**config.mk**
```make
export PLATFORM = sky130hd
export DESIGN_NAME = rx_frame_status
export DESIGN_NICKNAME = d
export VERILOG_FILES = /design/src/design/rx_status_pkg.sv /design/src/design/rx_frame_status.sv
export SDC_FILE = /design/constraint.sdc
export NUM_CORES = 1
export LEC_CHECK = 0
export CORE_AREA = 2 2 204 206
export DETAILED_ROUTE_END_ITERATION = 12
export DIE_AREA = 0 0 206 208
export DONT_BUFFER_PORTS = 1
export GPL_TIMING_DRIVEN = 0
export PLACE_DENSITY = 0.53
export REMOVE_ABC_BUFFERS = 1
export SLEW_MARGIN = 25
export SYNTH_ARGS = -nofsm -noshare
export SYNTH_HDL_FRONTEND = slang
export SYNTH_SLANG_ARGS = --single-unit
```
**constraint.sdc**
```tcl
create_clock -name CLOCK_I -period 9.7 [get_ports CLOCK_I]
set_clock_uncertainty 0.1 [all_clocks]
set_input_delay 1.94 -clock CLOCK_I [delete_from_list [all_inputs] [get_ports CLOCK_I]]
set_output_delay 1.94 -clock CLOCK_I [all_outputs]
set_load 0.005 [all_outputs]
```
**src/design/rx_status_pkg.sv**
```systemverilog
/*
  Shared constants of the receive client frame status block: register
  offsets and reset values, interrupt bit positions, error vector and
  status word bit positions, and the frame length limits.
  Assumes a 32-bit APB register bus with byte addresses.
*/
package rx_status_pkg;

  //////////////////////////////////////////////////////////////////////////
  // Register byte offsets
  localparam logic [7:0] CTRL_OFS   = 8'h00; // Preamble passthrough enable
  localparam logic [7:0] MAXLEN_OFS = 8'h04; // Largest frame accepted
  localparam logic [7:0] ISR_OFS    = 8'h08; // Sticky events, read clears
  localparam logic [7:0] IMR_OFS    = 8'h0c; // Interrupt mask
  localparam logic [7:0] FCNT_OFS   = 8'h10; // Good and errored counts

  // Reset values
  localparam logic        CTRL_RST   = 1'b0;
  localparam logic [3:0]  ISR_RST    = 4'h0;
  localparam logic [3:0]  IMR_RST    = 4'h0;
  localparam logic [15:0] FCNT_RST   = 16'h0000;

  // Field positions
  localparam int CTRL_PRE_EN_BIT = 0;
  localparam int ISR_W           = 4;
  localparam int EV_ERR_BIT      = 0; // Frame ended with any error
  localparam int EV_RUNT_BIT     = 1; // Frame of eight bytes or less dropped
  localparam int EV_CTRL_BIT     = 2; // MAC control frame seen
  localparam int EV_OVER_BIT     = 3; // Oversized frame seen

  // Error vector bits
  localparam int ERR_W        = 6;
  localparam int ERR_MALF_BIT = 0;
  localparam int ERR_CRC_BIT  = 1;
  localparam int ERR_UNDR_BIT = 2;
  localparam int ERR_OVER_BIT = 3;
  localparam int ERR_PLEN_BIT = 4;

  // Status word bits
  localparam int ST_W         = 40;
  localparam int ST_PFC_BIT   = 39;
  localparam int ST_PAUSE_BIT = 35;
  localparam int ST_CTRL_BIT  = 34;

  // Frame layout and limits, in bytes
  localparam logic [15:0] RUNT_MAX     = 16'd8;
  localparam logic [15:0] MIN_FRAME    = 16'd64;
  localparam logic [15:0] LEN_TYPE_LIM = 16'd1536;
  localparam logic [16:0] HDR_FCS_LEN  = 17'd18;
  localparam logic [15:0] PRE_BYTES    = 16'd8;
  localparam int          TYPE_BYTE    = 12;
  localparam int          OPC_BYTE     = 14;
  localparam logic [15:0] MAC_CTRL_TYPE = 16'h8808;
  localparam logic [15:0] OPC_PAUSE    = 16'h0001;
  localparam logic [15:0] OPC_PFC      = 16'h0101;
  localparam logic [15:0] MAXLEN_RST   = 16'd1518;

endpackage

```
**src/design/rx_frame_status.sv**
```systemverilog
/*
  Receive client output stage of an Ethernet MAC. Takes decoded beats
  from the receive datapath, drops frames of eight bytes or less, and
  drives the client with start/end marks, empty count, preamble, a
  per-frame error vector and a qualified status word. APB slave holds
  control, limits, counters and an interrupt.
  Assumes the upstream datapath sits on CLOCK_I, never stalls, marks
  its first byte at the MSB of the beat, and reports a bad FCS on the
  last beat.
*/
`timescale 1ns/10ps

module rx_frame_status #(
  parameter bit          WIDE_100G     = 1'b0,  // 1: 512-bit wide variant
  parameter logic [15:0] MAX_FRAME_DEF = rx_status_pkg::MAXLEN_RST,
  localparam int         DW            = WIDE_100G ? 512 : 128,
  localparam int         EW            = WIDE_100G ? 6 : 4
) (
  input  wire logic          CLOCK_I,        // Receive clock
  input  wire logic          RST_N_I,        // Synchronous reset, low
  input  wire logic          IN_VALID_I,     // Upstream beat valid
  input  wire logic          IN_SOP_I,       // Upstream first beat
  input  wire logic          IN_EOP_I,       // Upstream last beat
  input  wire logic [DW-1:0] IN_DATA_I,      // Upstream beat, MSB first
  input  wire logic [EW-1:0] IN_EMPTY_I,     // Unused bytes on last beat
  input  wire logic [63:0]   IN_PREAMBLE_I,  // Preamble, with first beat
  input  wire logic          IN_CTRL_BAD_I,  // Stray control char in beat
  input  wire logic          IN_ERR_CHAR_I,  // Error char in beat
  input  wire logic          IN_FCS_BAD_I,   // FCS mismatch, last beat
  input  wire logic          PSEL_I,         // APB select
  input  wire logic          PENABLE_I,      // APB access phase
  input  wire logic          PWRITE_I,       // APB direction
  input  wire logic [7:0]    PADDR_I,        // APB byte address
  input  wire logic [31:0]   PWDATA_I,       // APB write data
  output logic [31:0]        PRDATA_O,       // APB read data
  output logic               PREADY_O,       // APB ready
  output logic               PSLVERR_O,      // APB unmapped address
  output logic               IRQ_O,          // Level interrupt
  output logic               RX_VALID_O,     // Client beat valid
  output logic               RX_SOP_O,       // Client first beat
  output logic               RX_EOP_O,       // Client last beat
  output logic [DW-1:0]      RX_DATA_O,      // Client data
  output logic [EW-1:0]      RX_EMPTY_O,     // Client empty count
  output logic [63:0]        RX_PREAMBLE_O,  // Client preamble
  output logic [5:0]         RX_ERROR_O,     // Client error vector
  output logic               RX_ST_VALID_O,  // Status word valid
  output logic [39:0]        RX_ST_DATA_O    // Status word
);

  localparam int NB = DW / 8;

  //////////////////////////////////////////////////////////////////////////
  // Parameter checks, refused at elaboration: a limit below the minimum
  // frame would flag every legal frame as oversized
  if (MAX_FRAME_DEF < rx_status_pkg::MIN_FRAME) begin : g_bad_max
    $error("MAX_FRAME_DEF below minimum frame size");
  end

  //////////////////////////////////////////////////////////////////////////
  // State
  typedef struct packed {
    logic                  o_valid;
    logic                  o_sop;
    logic                  o_eop;
    logic [DW-1:0]         o_data;
    logic [EW-1:0]         o_empty;
    logic [63:0]           o_pre;
    logic [5:0]            o_err;
    logic                  o_st_valid;
    logic [39:0]           o_st;
    logic                  in_frame;
    logic [15:0]           len;
    logic                  acc_bad;
    logic                  acc_echar;
    logic [15:0]           ltype;
    logic [15:0]           opc;
    logic                  pre_en;
    logic [15:0]           max_len;
    logic [3:0]            isr;
    logic [3:0]            imr;
    logic                  irq;
    logic [15:0]           good_cnt;
    logic [15:0]           bad_cnt;
    logic                  p_ready;
    logic                  p_err;
    logic [31:0]           p_rdata;
  } state_t;

  state_t s_q;
  state_t s_d;

  // Byte pick, index counted from the MSB of the beat
  // Callers keep idx below NB, so the slice never leaves the beat
  function automatic logic [7:0] beat_byte(input logic [DW-1:0] d,
                                           input int idx);
    beat_byte = d[DW-1-8*idx -: 8];
  endfunction

  //////////////////////////////////////////////////////////////////////////
  // Combinational next state
  always_comb begin
    logic [15:0] hofs;
    logic [15:0] nbytes;
    logic [15:0] len_now;
    logic [15:0] flen;
    logic        bad_now;
    logic        echar_now;
    logic [15:0] ltype_now;
    logic [15:0] opc_now;
    logic        runt;
    logic        e_undr;
    logic        e_over;
    logic        e_crc;
    logic        e_malf;
    logic        e_plen;
    logic        is_ctrl;
    logic        fin;
    logic [5:0]  err_v;
    logic [3:0]  ev;
    logic [3:0]  rclr;
    logic        setup;
    logic        commit;
    logic        mapped;
    logic [31:0] rmux;

    s_d = s_q;

    // Header sits after the in-band preamble when the wide variant
    // passes it through the data bus.
    hofs = (WIDE_100G && s_q.pre_en) ? rx_status_pkg::PRE_BYTES : 16'h0000;
    nbytes = IN_EOP_I ? (16'(NB) - 16'(IN_EMPTY_I)) : 16'(NB);
    len_now = (IN_SOP_I ? 16'h0000 : s_q.len) + nbytes;
    flen = (len_now > hofs) ? (len_now - hofs) : 16'h0000;

    // Frame-wide flags include the current beat
    bad_now   = (IN_SOP_I ? 1'b0 : s_q.acc_bad) | IN_CTRL_BAD_I;
    echar_now = (IN_SOP_I ? 1'b0 : s_q.acc_echar) | IN_ERR_CHAR_I;
    if (IN_SOP_I) begin
      ltype_now = {beat_byte(IN_DATA_I, rx_status_pkg::TYPE_BYTE
                             + int'(hofs)),
                   beat_byte(IN_DATA_I, rx_status_pkg::TYPE_BYTE + 1
                             + int'(hofs))};
      opc_now   = {beat_byte(IN_DATA_I, rx_status_pkg::OPC_BYTE
                             + int'(hofs)),
                   beat_byte(IN_DATA_I, rx_status_pkg::OPC_BYTE + 1
                             + int'(hofs))};
    end else begin
      ltype_now = s_q.ltype;
      opc_now   = s_q.opc;
    end

    // Runts fit in one beat, so they are known before any output
    // Upstream never splits eight bytes over two beats: one beat decides
    runt = IN_VALID_I && IN_SOP_I && IN_EOP_I
           && (flen <= rx_status_pkg::RUNT_MAX);
    fin  = IN_VALID_I && IN_EOP_I && (s_q.in_frame || IN_SOP_I)
           && !runt;

    // Error terms; only looked at when fin is high
    // Payload rule assumes an untagged header: header plus FCS is 18
    e_undr = flen < rx_status_pkg::MIN_FRAME;
    e_over = flen > s_q.max_len;
    e_crc  = IN_FCS_BAD_I || echar_now || e_undr;
    e_malf = bad_now || (WIDE_100G && echar_now);
    e_plen = !e_over && (ltype_now < rx_status_pkg::LEN_TYPE_LIM)
             && ({1'b0, flen} < ({1'b0, ltype_now}
                 + rx_status_pkg::HDR_FCS_LEN));
    is_ctrl = ltype_now == rx_status_pkg::MAC_CTRL_TYPE;

    err_v = '0;
    err_v[rx_status_pkg::ERR_MALF_BIT] = e_malf;
    err_v[rx_status_pkg::ERR_CRC_BIT]  = e_crc;
    err_v[rx_status_pkg::ERR_UNDR_BIT] = e_undr;
    err_v[rx_status_pkg::ERR_OVER_BIT] = e_over;
    err_v[rx_status_pkg::ERR_PLEN_BIT] = e_plen;

    // Client beat; data registered once, marks follow the beat
    // Data passes even on idle cycles; clients qualify it with valid
    s_d.o_valid = IN_VALID_I && !runt;
    s_d.o_sop   = IN_VALID_I && IN_SOP_I && !runt;
    s_d.o_eop   = fin;
    s_d.o_data  = IN_DATA_I;
    s_d.o_empty = fin ? IN_EMPTY_I : '0;
    s_d.o_pre   = (!WIDE_100G && s_q.pre_en && IN_VALID_I
                   && IN_SOP_I && !runt) ? IN_PREAMBLE_I
                                         : 64'h0;
    s_d.o_err   = fin ? err_v : 6'h00;

    // Status word, reserved bits held at zero
    s_d.o_st_valid = fin;
    s_d.o_st = '0;
    if (fin) begin
      s_d.o_st[rx_status_pkg::ST_CTRL_BIT]  = is_ctrl;
      s_d.o_st[rx_status_pkg::ST_PAUSE_BIT] = is_ctrl
        && (opc_now == rx_status_pkg::OPC_PAUSE);
      s_d.o_st[rx_status_pkg::ST_PFC_BIT]   = is_ctrl
        && (opc_now == rx_status_pkg::OPC_PFC);
    end

    // Frame tracking; a new start simply restarts the frame
    if (IN_VALID_I) begin
      s_d.len       = len_now;
      s_d.acc_bad   = bad_now;
      s_d.acc_echar = echar_now;
      s_d.ltype     = ltype_now;
      s_d.opc       = opc_now;
      if (IN_EOP_I) begin
        s_d.in_frame = 1'b0;
      end else if (IN_SOP_I) begin
        s_d.in_frame = 1'b1;
      end
    end

    // Counters saturate so software never sees a wrap
    if (fin) begin
      if (|err_v) begin
        if (s_q.bad_cnt != 16'hffff) begin
          s_d.bad_cnt = s_q.bad_cnt + 16'h0001;
        end
      end else if (s_q.good_cnt != 16'hffff) begin
        s_d.good_cnt = s_q.good_cnt + 16'h0001;
      end
    end

    ///////////////////////////////////////////////////////////////////////
    // APB slave: data captured in setup, ready in the access cycle
    // PSLVERR_O and PRDATA_O stand until the next setup; only their
    // value in the ready cycle means anything to the master
    setup  = PSEL_I && !PENABLE_I;
    commit = PSEL_I && PENABLE_I && s_q.p_ready;
    mapped = 1'b1;
    rmux   = 32'h0000_0000;
    case (PADDR_I)
      rx_status_pkg::CTRL_OFS: begin
        rmux[rx_status_pkg::CTRL_PRE_EN_BIT] = s_q.pre_en;
      end
      rx_status_pkg::MAXLEN_OFS: begin
        rmux[15:0] = s_q.max_len;
      end
      rx_status_pkg::ISR_OFS: begin
        rmux[3:0] = s_q.isr;
      end
      rx_status_pkg::IMR_OFS: begin
        rmux[3:0] = s_q.imr;
      end
      rx_status_pkg::FCNT_OFS: begin
        rmux = {s_q.bad_cnt, s_q.good_cnt};
      end
      default: begin
        mapped = 1'b0;
      end
    endcase
    s_d.p_ready = setup;
    if (setup) begin
      s_d.p_rdata = PWRITE_I ? 32'h0000_0000 : rmux;
      s_d.p_err   = !mapped;
    end

    // Writes land only at the completing edge
    rclr = 4'h0;
    if (commit && PWRITE_I) begin
      case (PADDR_I)
        rx_status_pkg::CTRL_OFS: begin
          s_d.pre_en = PWDATA_I[rx_status_pkg::CTRL_PRE_EN_BIT];
        end
        rx_status_pkg::MAXLEN_OFS: begin
          s_d.max_len = PWDATA_I[15:0];
        end
        rx_status_pkg::IMR_OFS: begin
          s_d.imr = PWDATA_I[3:0];
        end
        default: begin
          s_d.imr = s_q.imr;
        end
      endcase
    end else if (commit && (PADDR_I == rx_status_pkg::ISR_OFS)) begin
      // Clear only what the read returned, so a later event survives
      rclr = s_q.p_rdata[3:0];
    end

    // Sticky events; setting wins over the read clear
    ev = 4'h0;
    ev[rx_status_pkg::EV_ERR_BIT]  = fin && (|err_v);
    ev[rx_status_pkg::EV_RUNT_BIT] = runt;
    ev[rx_status_pkg::EV_CTRL_BIT] = fin && is_ctrl;
    ev[rx_status_pkg::EV_OVER_BIT] = fin && e_over;
    s_d.isr = (s_q.isr & ~rclr) | ev;
    // Interrupt built from the next state so it rises with its bit
    s_d.irq = |(s_d.isr & s_d.imr);
  end

  //////////////////////////////////////////////////////////////////////////
  // State register, everything on the receive clock
  // Reset loads the limit from the parameter, so software may skip
  // programming it for standard frames
  always_ff @(posedge CLOCK_I) begin
    if (!RST_N_I) begin
      s_q            <= '0;
      s_q.pre_en     <= rx_status_pkg::CTRL_RST;
      s_q.max_len    <= MAX_FRAME_DEF;
      s_q.isr        <= rx_status_pkg::ISR_RST;
      s_q.imr        <= rx_status_pkg::IMR_RST;
      s_q.good_cnt   <= rx_status_pkg::FCNT_RST;
      s_q.bad_cnt    <= rx_status_pkg::FCNT_RST;
    end else begin
      s_q <= s_d;
    end
  end

  //////////////////////////////////////////////////////////////////////////
  // Outputs, each straight from the state register
  assign PRDATA_O      = s_q.p_rdata;
  assign PREADY_O      = s_q.p_ready;
  assign PSLVERR_O     = s_q.p_err;
  assign IRQ_O         = s_q.irq;
  assign RX_VALID_O    = s_q.o_valid;
  assign RX_SOP_O      = s_q.o_sop;
  assign RX_EOP_O      = s_q.o_eop;
  assign RX_DATA_O     = s_q.o_data;
  assign RX_EMPTY_O    = s_q.o_empty;
  assign RX_PREAMBLE_O = s_q.o_pre;
  assign RX_ERROR_O    = s_q.o_err;
  assign RX_ST_VALID_O = s_q.o_st_valid;
  assign RX_ST_DATA_O  = s_q.o_st;

endmodule // rx_frame_status

```
==> summary.md <==
| Metric | Value |
|---|---|
| Worst Path Arrival | `6.84 ns` |
| Worst Setup Start Kind | `input port` |
| Yosys reg bits | `350` |
| Top-area cell type share of the netlist area | `44.9%` |
| Bufs on Longest Clock Path | `3` |
| Worst Path Max Fanout | `29` |
| Die width | `206 um` |
| Clk pwr share | `49.1%` |
| # DRC | `0` |
| # rows | `74` |
| Reg clk slew, reported paths | `0.06 ns` |
| Top cell by count, worst path | `ha_1` |
| Root Buffer | `clkbuf_16` |
| Status | `complete, no violations` |
| Cell area after synthesis | `15,600 um^2` |
| HP Start | `s_q[100]$_SDFFE_PN0P_` |
| Switching part of the total | `22.5%` |
| Initial Utilization | `38.5%` |
| P per Cell Area | `206 nW/um^2` |
| Vias | `10,355` |
| CTS H-tree lvls | `2` |
| Layout area overhead | `-0.169%` |
| Psw | `0.000723 W` |
| Total clock sinks | `350` |
| Post-route ant nets | `0` |
| CTS tree | `built` |
| All-Layer GR Usage | `20.1%` |
| Slew Limit Fails | `0` |
| Combinational share of power | `4.1%` |
| Drt first pass iters | `7` |
| Crit path kind | `in2reg` |
| Vias in the first global route | `9,667` |
| Worst hold stages | `2` |
| Register-to-Register Path Depth | `16` |
| Grt total ovfl | `0` |
| Flop pwr share | `46.8%` |
| Lkg Pwr | `6.37 nW` |
| Cell variety after synth | `70` |
| Syn Inst Count | `1,710` |
| Final #Nets | `1,723` |
| TritonCTS buffer count | `40` |
| Layout cells sized above 1 | `7.09%` |
| Crit path max-delay cell type | `a211o_1` |
| Ports | `528` |
| HPWL after DPL | `33,500 um` |
| Slew HR | `39.9%` |
| Endpoint type of the worst setup path | `flip-flop` |
| Ys Warns | `0` |
| CTS resizes | `0` |
| Core area | `40,600 um^2` |
| Fin crit period | `6.45 ns` |
| Largest net degree at the start of global routing | `178` |
| Fmax | `155 MHz` |
| Most numerous cell in the Yosys netlist | `dfxtp_1` |
| Final period utilization | `66.5%` |
| Vias/cell | `5.15` |
| GP Congestion | `0.872` |
| Setup Fix Bufs, Post-CTS | `0` |
| Crit-path max cell delay | `0.64 ns` |
| RSZ-0062 raised after global routing | `no` |
| Pint | `0.00249 W` |
| Critical Path RT | `10.08 ns` |
| 1st-iter DRT viols | `890` |
| Top post-synthesis cells by count | `dfxtp_1, buf_4, nand2_1` |
| Hold_buf cts | `0` |
| Post-synth top flop | `dfxtp_1` |
| WHS | `0.358 ns` |
| Hold EP | `s_q[100]$_SDFFE_PN0P_` |
| Reg-to-Reg Start | `s_q[126]$_SDFFE_PN0P_` |
| Initial antenna violation count | `20` |
| Max IR drop VDD | `105 uV` |
| Synth top area cells | `dfxtp_1, buf_4, and2_1, nand2_1, and3_1` |
| DIE HEIGHT | `208 um` |
| Final setup viols | `0` |
| Sequence of cells on the critical path | `inv_1 > ha_1 > and2_1 > ha_1 > a21o_1 > nand4_1 > a21oi_1 > and3_1 > xnor2_1 > nor2_1 > ha_1 > o2111ai_1 > a211o_1 > o2111ai_1 > nand3_1 > a211o_1 > or4_1 > a21oi_1` |
| First-pass GRT wire length | `64,700 um` |
| Worst-Margin Slew | `0.901 ns` |
| Port bufs | `0` |
| WL final | `44,700 um` |
| Full die area | `42,800 um^2` |
| Max_cap viols | `0` |
| TNS Setup | `0 ns` |
| Post-synth ARST share | `0%` |
| Crit Reg-Reg Endpoint | `s_q[53]$_SDFFE_PN0P_` |
| Routed len/inst | `22.2 um` |
| Worst-Skew Late Latency | `0.55 ns` |
| Largest area contributor in the netlist | `dfxtp_1` |
| Hold/Removal Path Class | `reg2reg` |
| Post-synth EDFFs | `0` |
| Number of hold violations in the final report | `0` |
| Syn_area_per_cell | `9.13 um^2` |
| R2r setup slk | `4.53 ns` |
| Sequential-to-total area share from yosys stat | `44.9%` |
-- worst max path at each step --
stage                             start                            to  depth (start not counted)
after floorplan           IN_EMPTY_I[0]          s_q[64]$_SDFFE_PN0P_                         18
after global placement    IN_EMPTY_I[0]  RX_PREAMBLE_O[10]$_SDFF_PN0_                         10
after detailed placement  IN_EMPTY_I[0]              IRQ_O$_SDFF_PN0_                         18
after CTS                 IN_EMPTY_I[0]              IRQ_O$_SDFF_PN0_                         18
after global routing      IN_EMPTY_I[0]          s_q[53]$_SDFFE_PN0P_                         18
final                     IN_EMPTY_I[0]          s_q[53]$_SDFFE_PN0P_                         18
-- metrics by stage --
stage,utilization [%],total power (W),area (um^2),std cells,setup slack [ns]
global placement,34.5,0.00166,14000,1915,-0.0172
global route,38.4,0.00333,15600,2004,2.84
detailed placement,34.9,0.00166,14200,1925,2.66
finish,38.4,0.00321,15600,2010,3.25
floorplan,-,0.00162,13300,1383,3.14
CTS,38.3,0.00325,15500,1998,3.26
-- area by class of cell --
cell class | instances | area (um^2)
Antenna cell | 12 | 30.0
Sequential cell | 350 | 7010
Fill cell | 4024 | 25000
Multi-Input combinational cell | 999 | 6220
Inverter | 34 | 133
Timing Repair Buffer | 10 | 143
Clock buffer | 54 | 1170
Tap cell | 532 | 666
Clock inverter | 19 | 219
-- worst max-delay path, delay by kind of cell --
family / cells / cell delay, ns
simple gates: 6 / 1.87
compound gates: 7 / 2.13
buf+inv: 1 / 0.03
xor+xnor: 1 / 0.06
fa+ha+maj: 3 / 0.81
-- registers in the layout, summed over array words and instances (netlist names) --
register       cells
RX_VALID_O         1
RX_ST_VALID_O      1
IRQ_O              1
PREADY_O           1
RX_SOP_O           1
RX_EMPTY_O         4
s_q              108
RX_PREAMBLE_O     64
PSLVERR_O          1
RX_ST_DATA_O       3
RX_DATA_O        128
RX_ERROR_O         5
PRDATA_O          32
-- cell families (layout without fill, tap and decap cells) --
family,after synthesis,count (layout),share of synthesized area [%]
compound gates,214,214,9.12
xor+xnor,27,27,1.52
fa+ha+maj,41,41,3.34
buf+inv,398,117,16.3
flops,350,350,44.9
mux,54,54,3.61
other cells,1,50,0.0240
simple gates,625,625,21.2
-- layout by cell type, fill, tap and decap left out, types with 10 or more instances in the layout --
master | netlist | layout
ha_1 | 40 | 40
or4_1 | 13 | 13
and2_1 | 143 | 142
and3_1 | 83 | 83
nand3_1 | 32 | 32
diode_2 | 0 | 12
a21oi_1 | 91 | 91
nor4_1 | 13 | 13
nand2b_1 | 16 | 15
conb_1 | 1 | 38
nand4_1 | 21 | 21
nor2_1 | 93 | 92
mux2i_1 | 45 | 45
dfxtp_1 | 350 | 349
nor3_1 | 19 | 18
clkbuf_16 | 0 | 42
a222oi_1 | 15 | 15
o211ai_1 | 16 | 16
inv_1 | 32 | 32
nand2_1 | 160 | 159
o21ai_0 | 15 | 15
xnor2_1 | 16 | 16
xor2_1 | 11 | 11
clkinv_2 | 0 | 10
o31ai_1 | 16 | 16
a22oi_1 | 22 | 22
-- power groups by stage --
stage | Sequential, W | Clock (W) | Combinational, W
floorplan | 0.00152 | 0 | 0.0000958
global placement | 0.00153 | 0 | 0.000124
detailed placement | 0.00153 | 0 | 0.000131
CTS | 0.00150 | 0.00162 | 0.000132
global route | 0.00150 | 0.00168 | 0.000148
finish | 0.00150 | 0.00158 | 0.000132
-- per-layer routing --
metal	routed length [um]	part of all wire (%)	global-route usage (%)	vias up
met3	3700	8.3	6.28	61
met2	21600	48	33.6	397
met5	33	0.074	0	-
met4	793	1.8	4.61	6
li1	-	-	-	4962
met1	18500	41	25.2	4929
No activity file was read; power rests on OpenSTA's default activity.
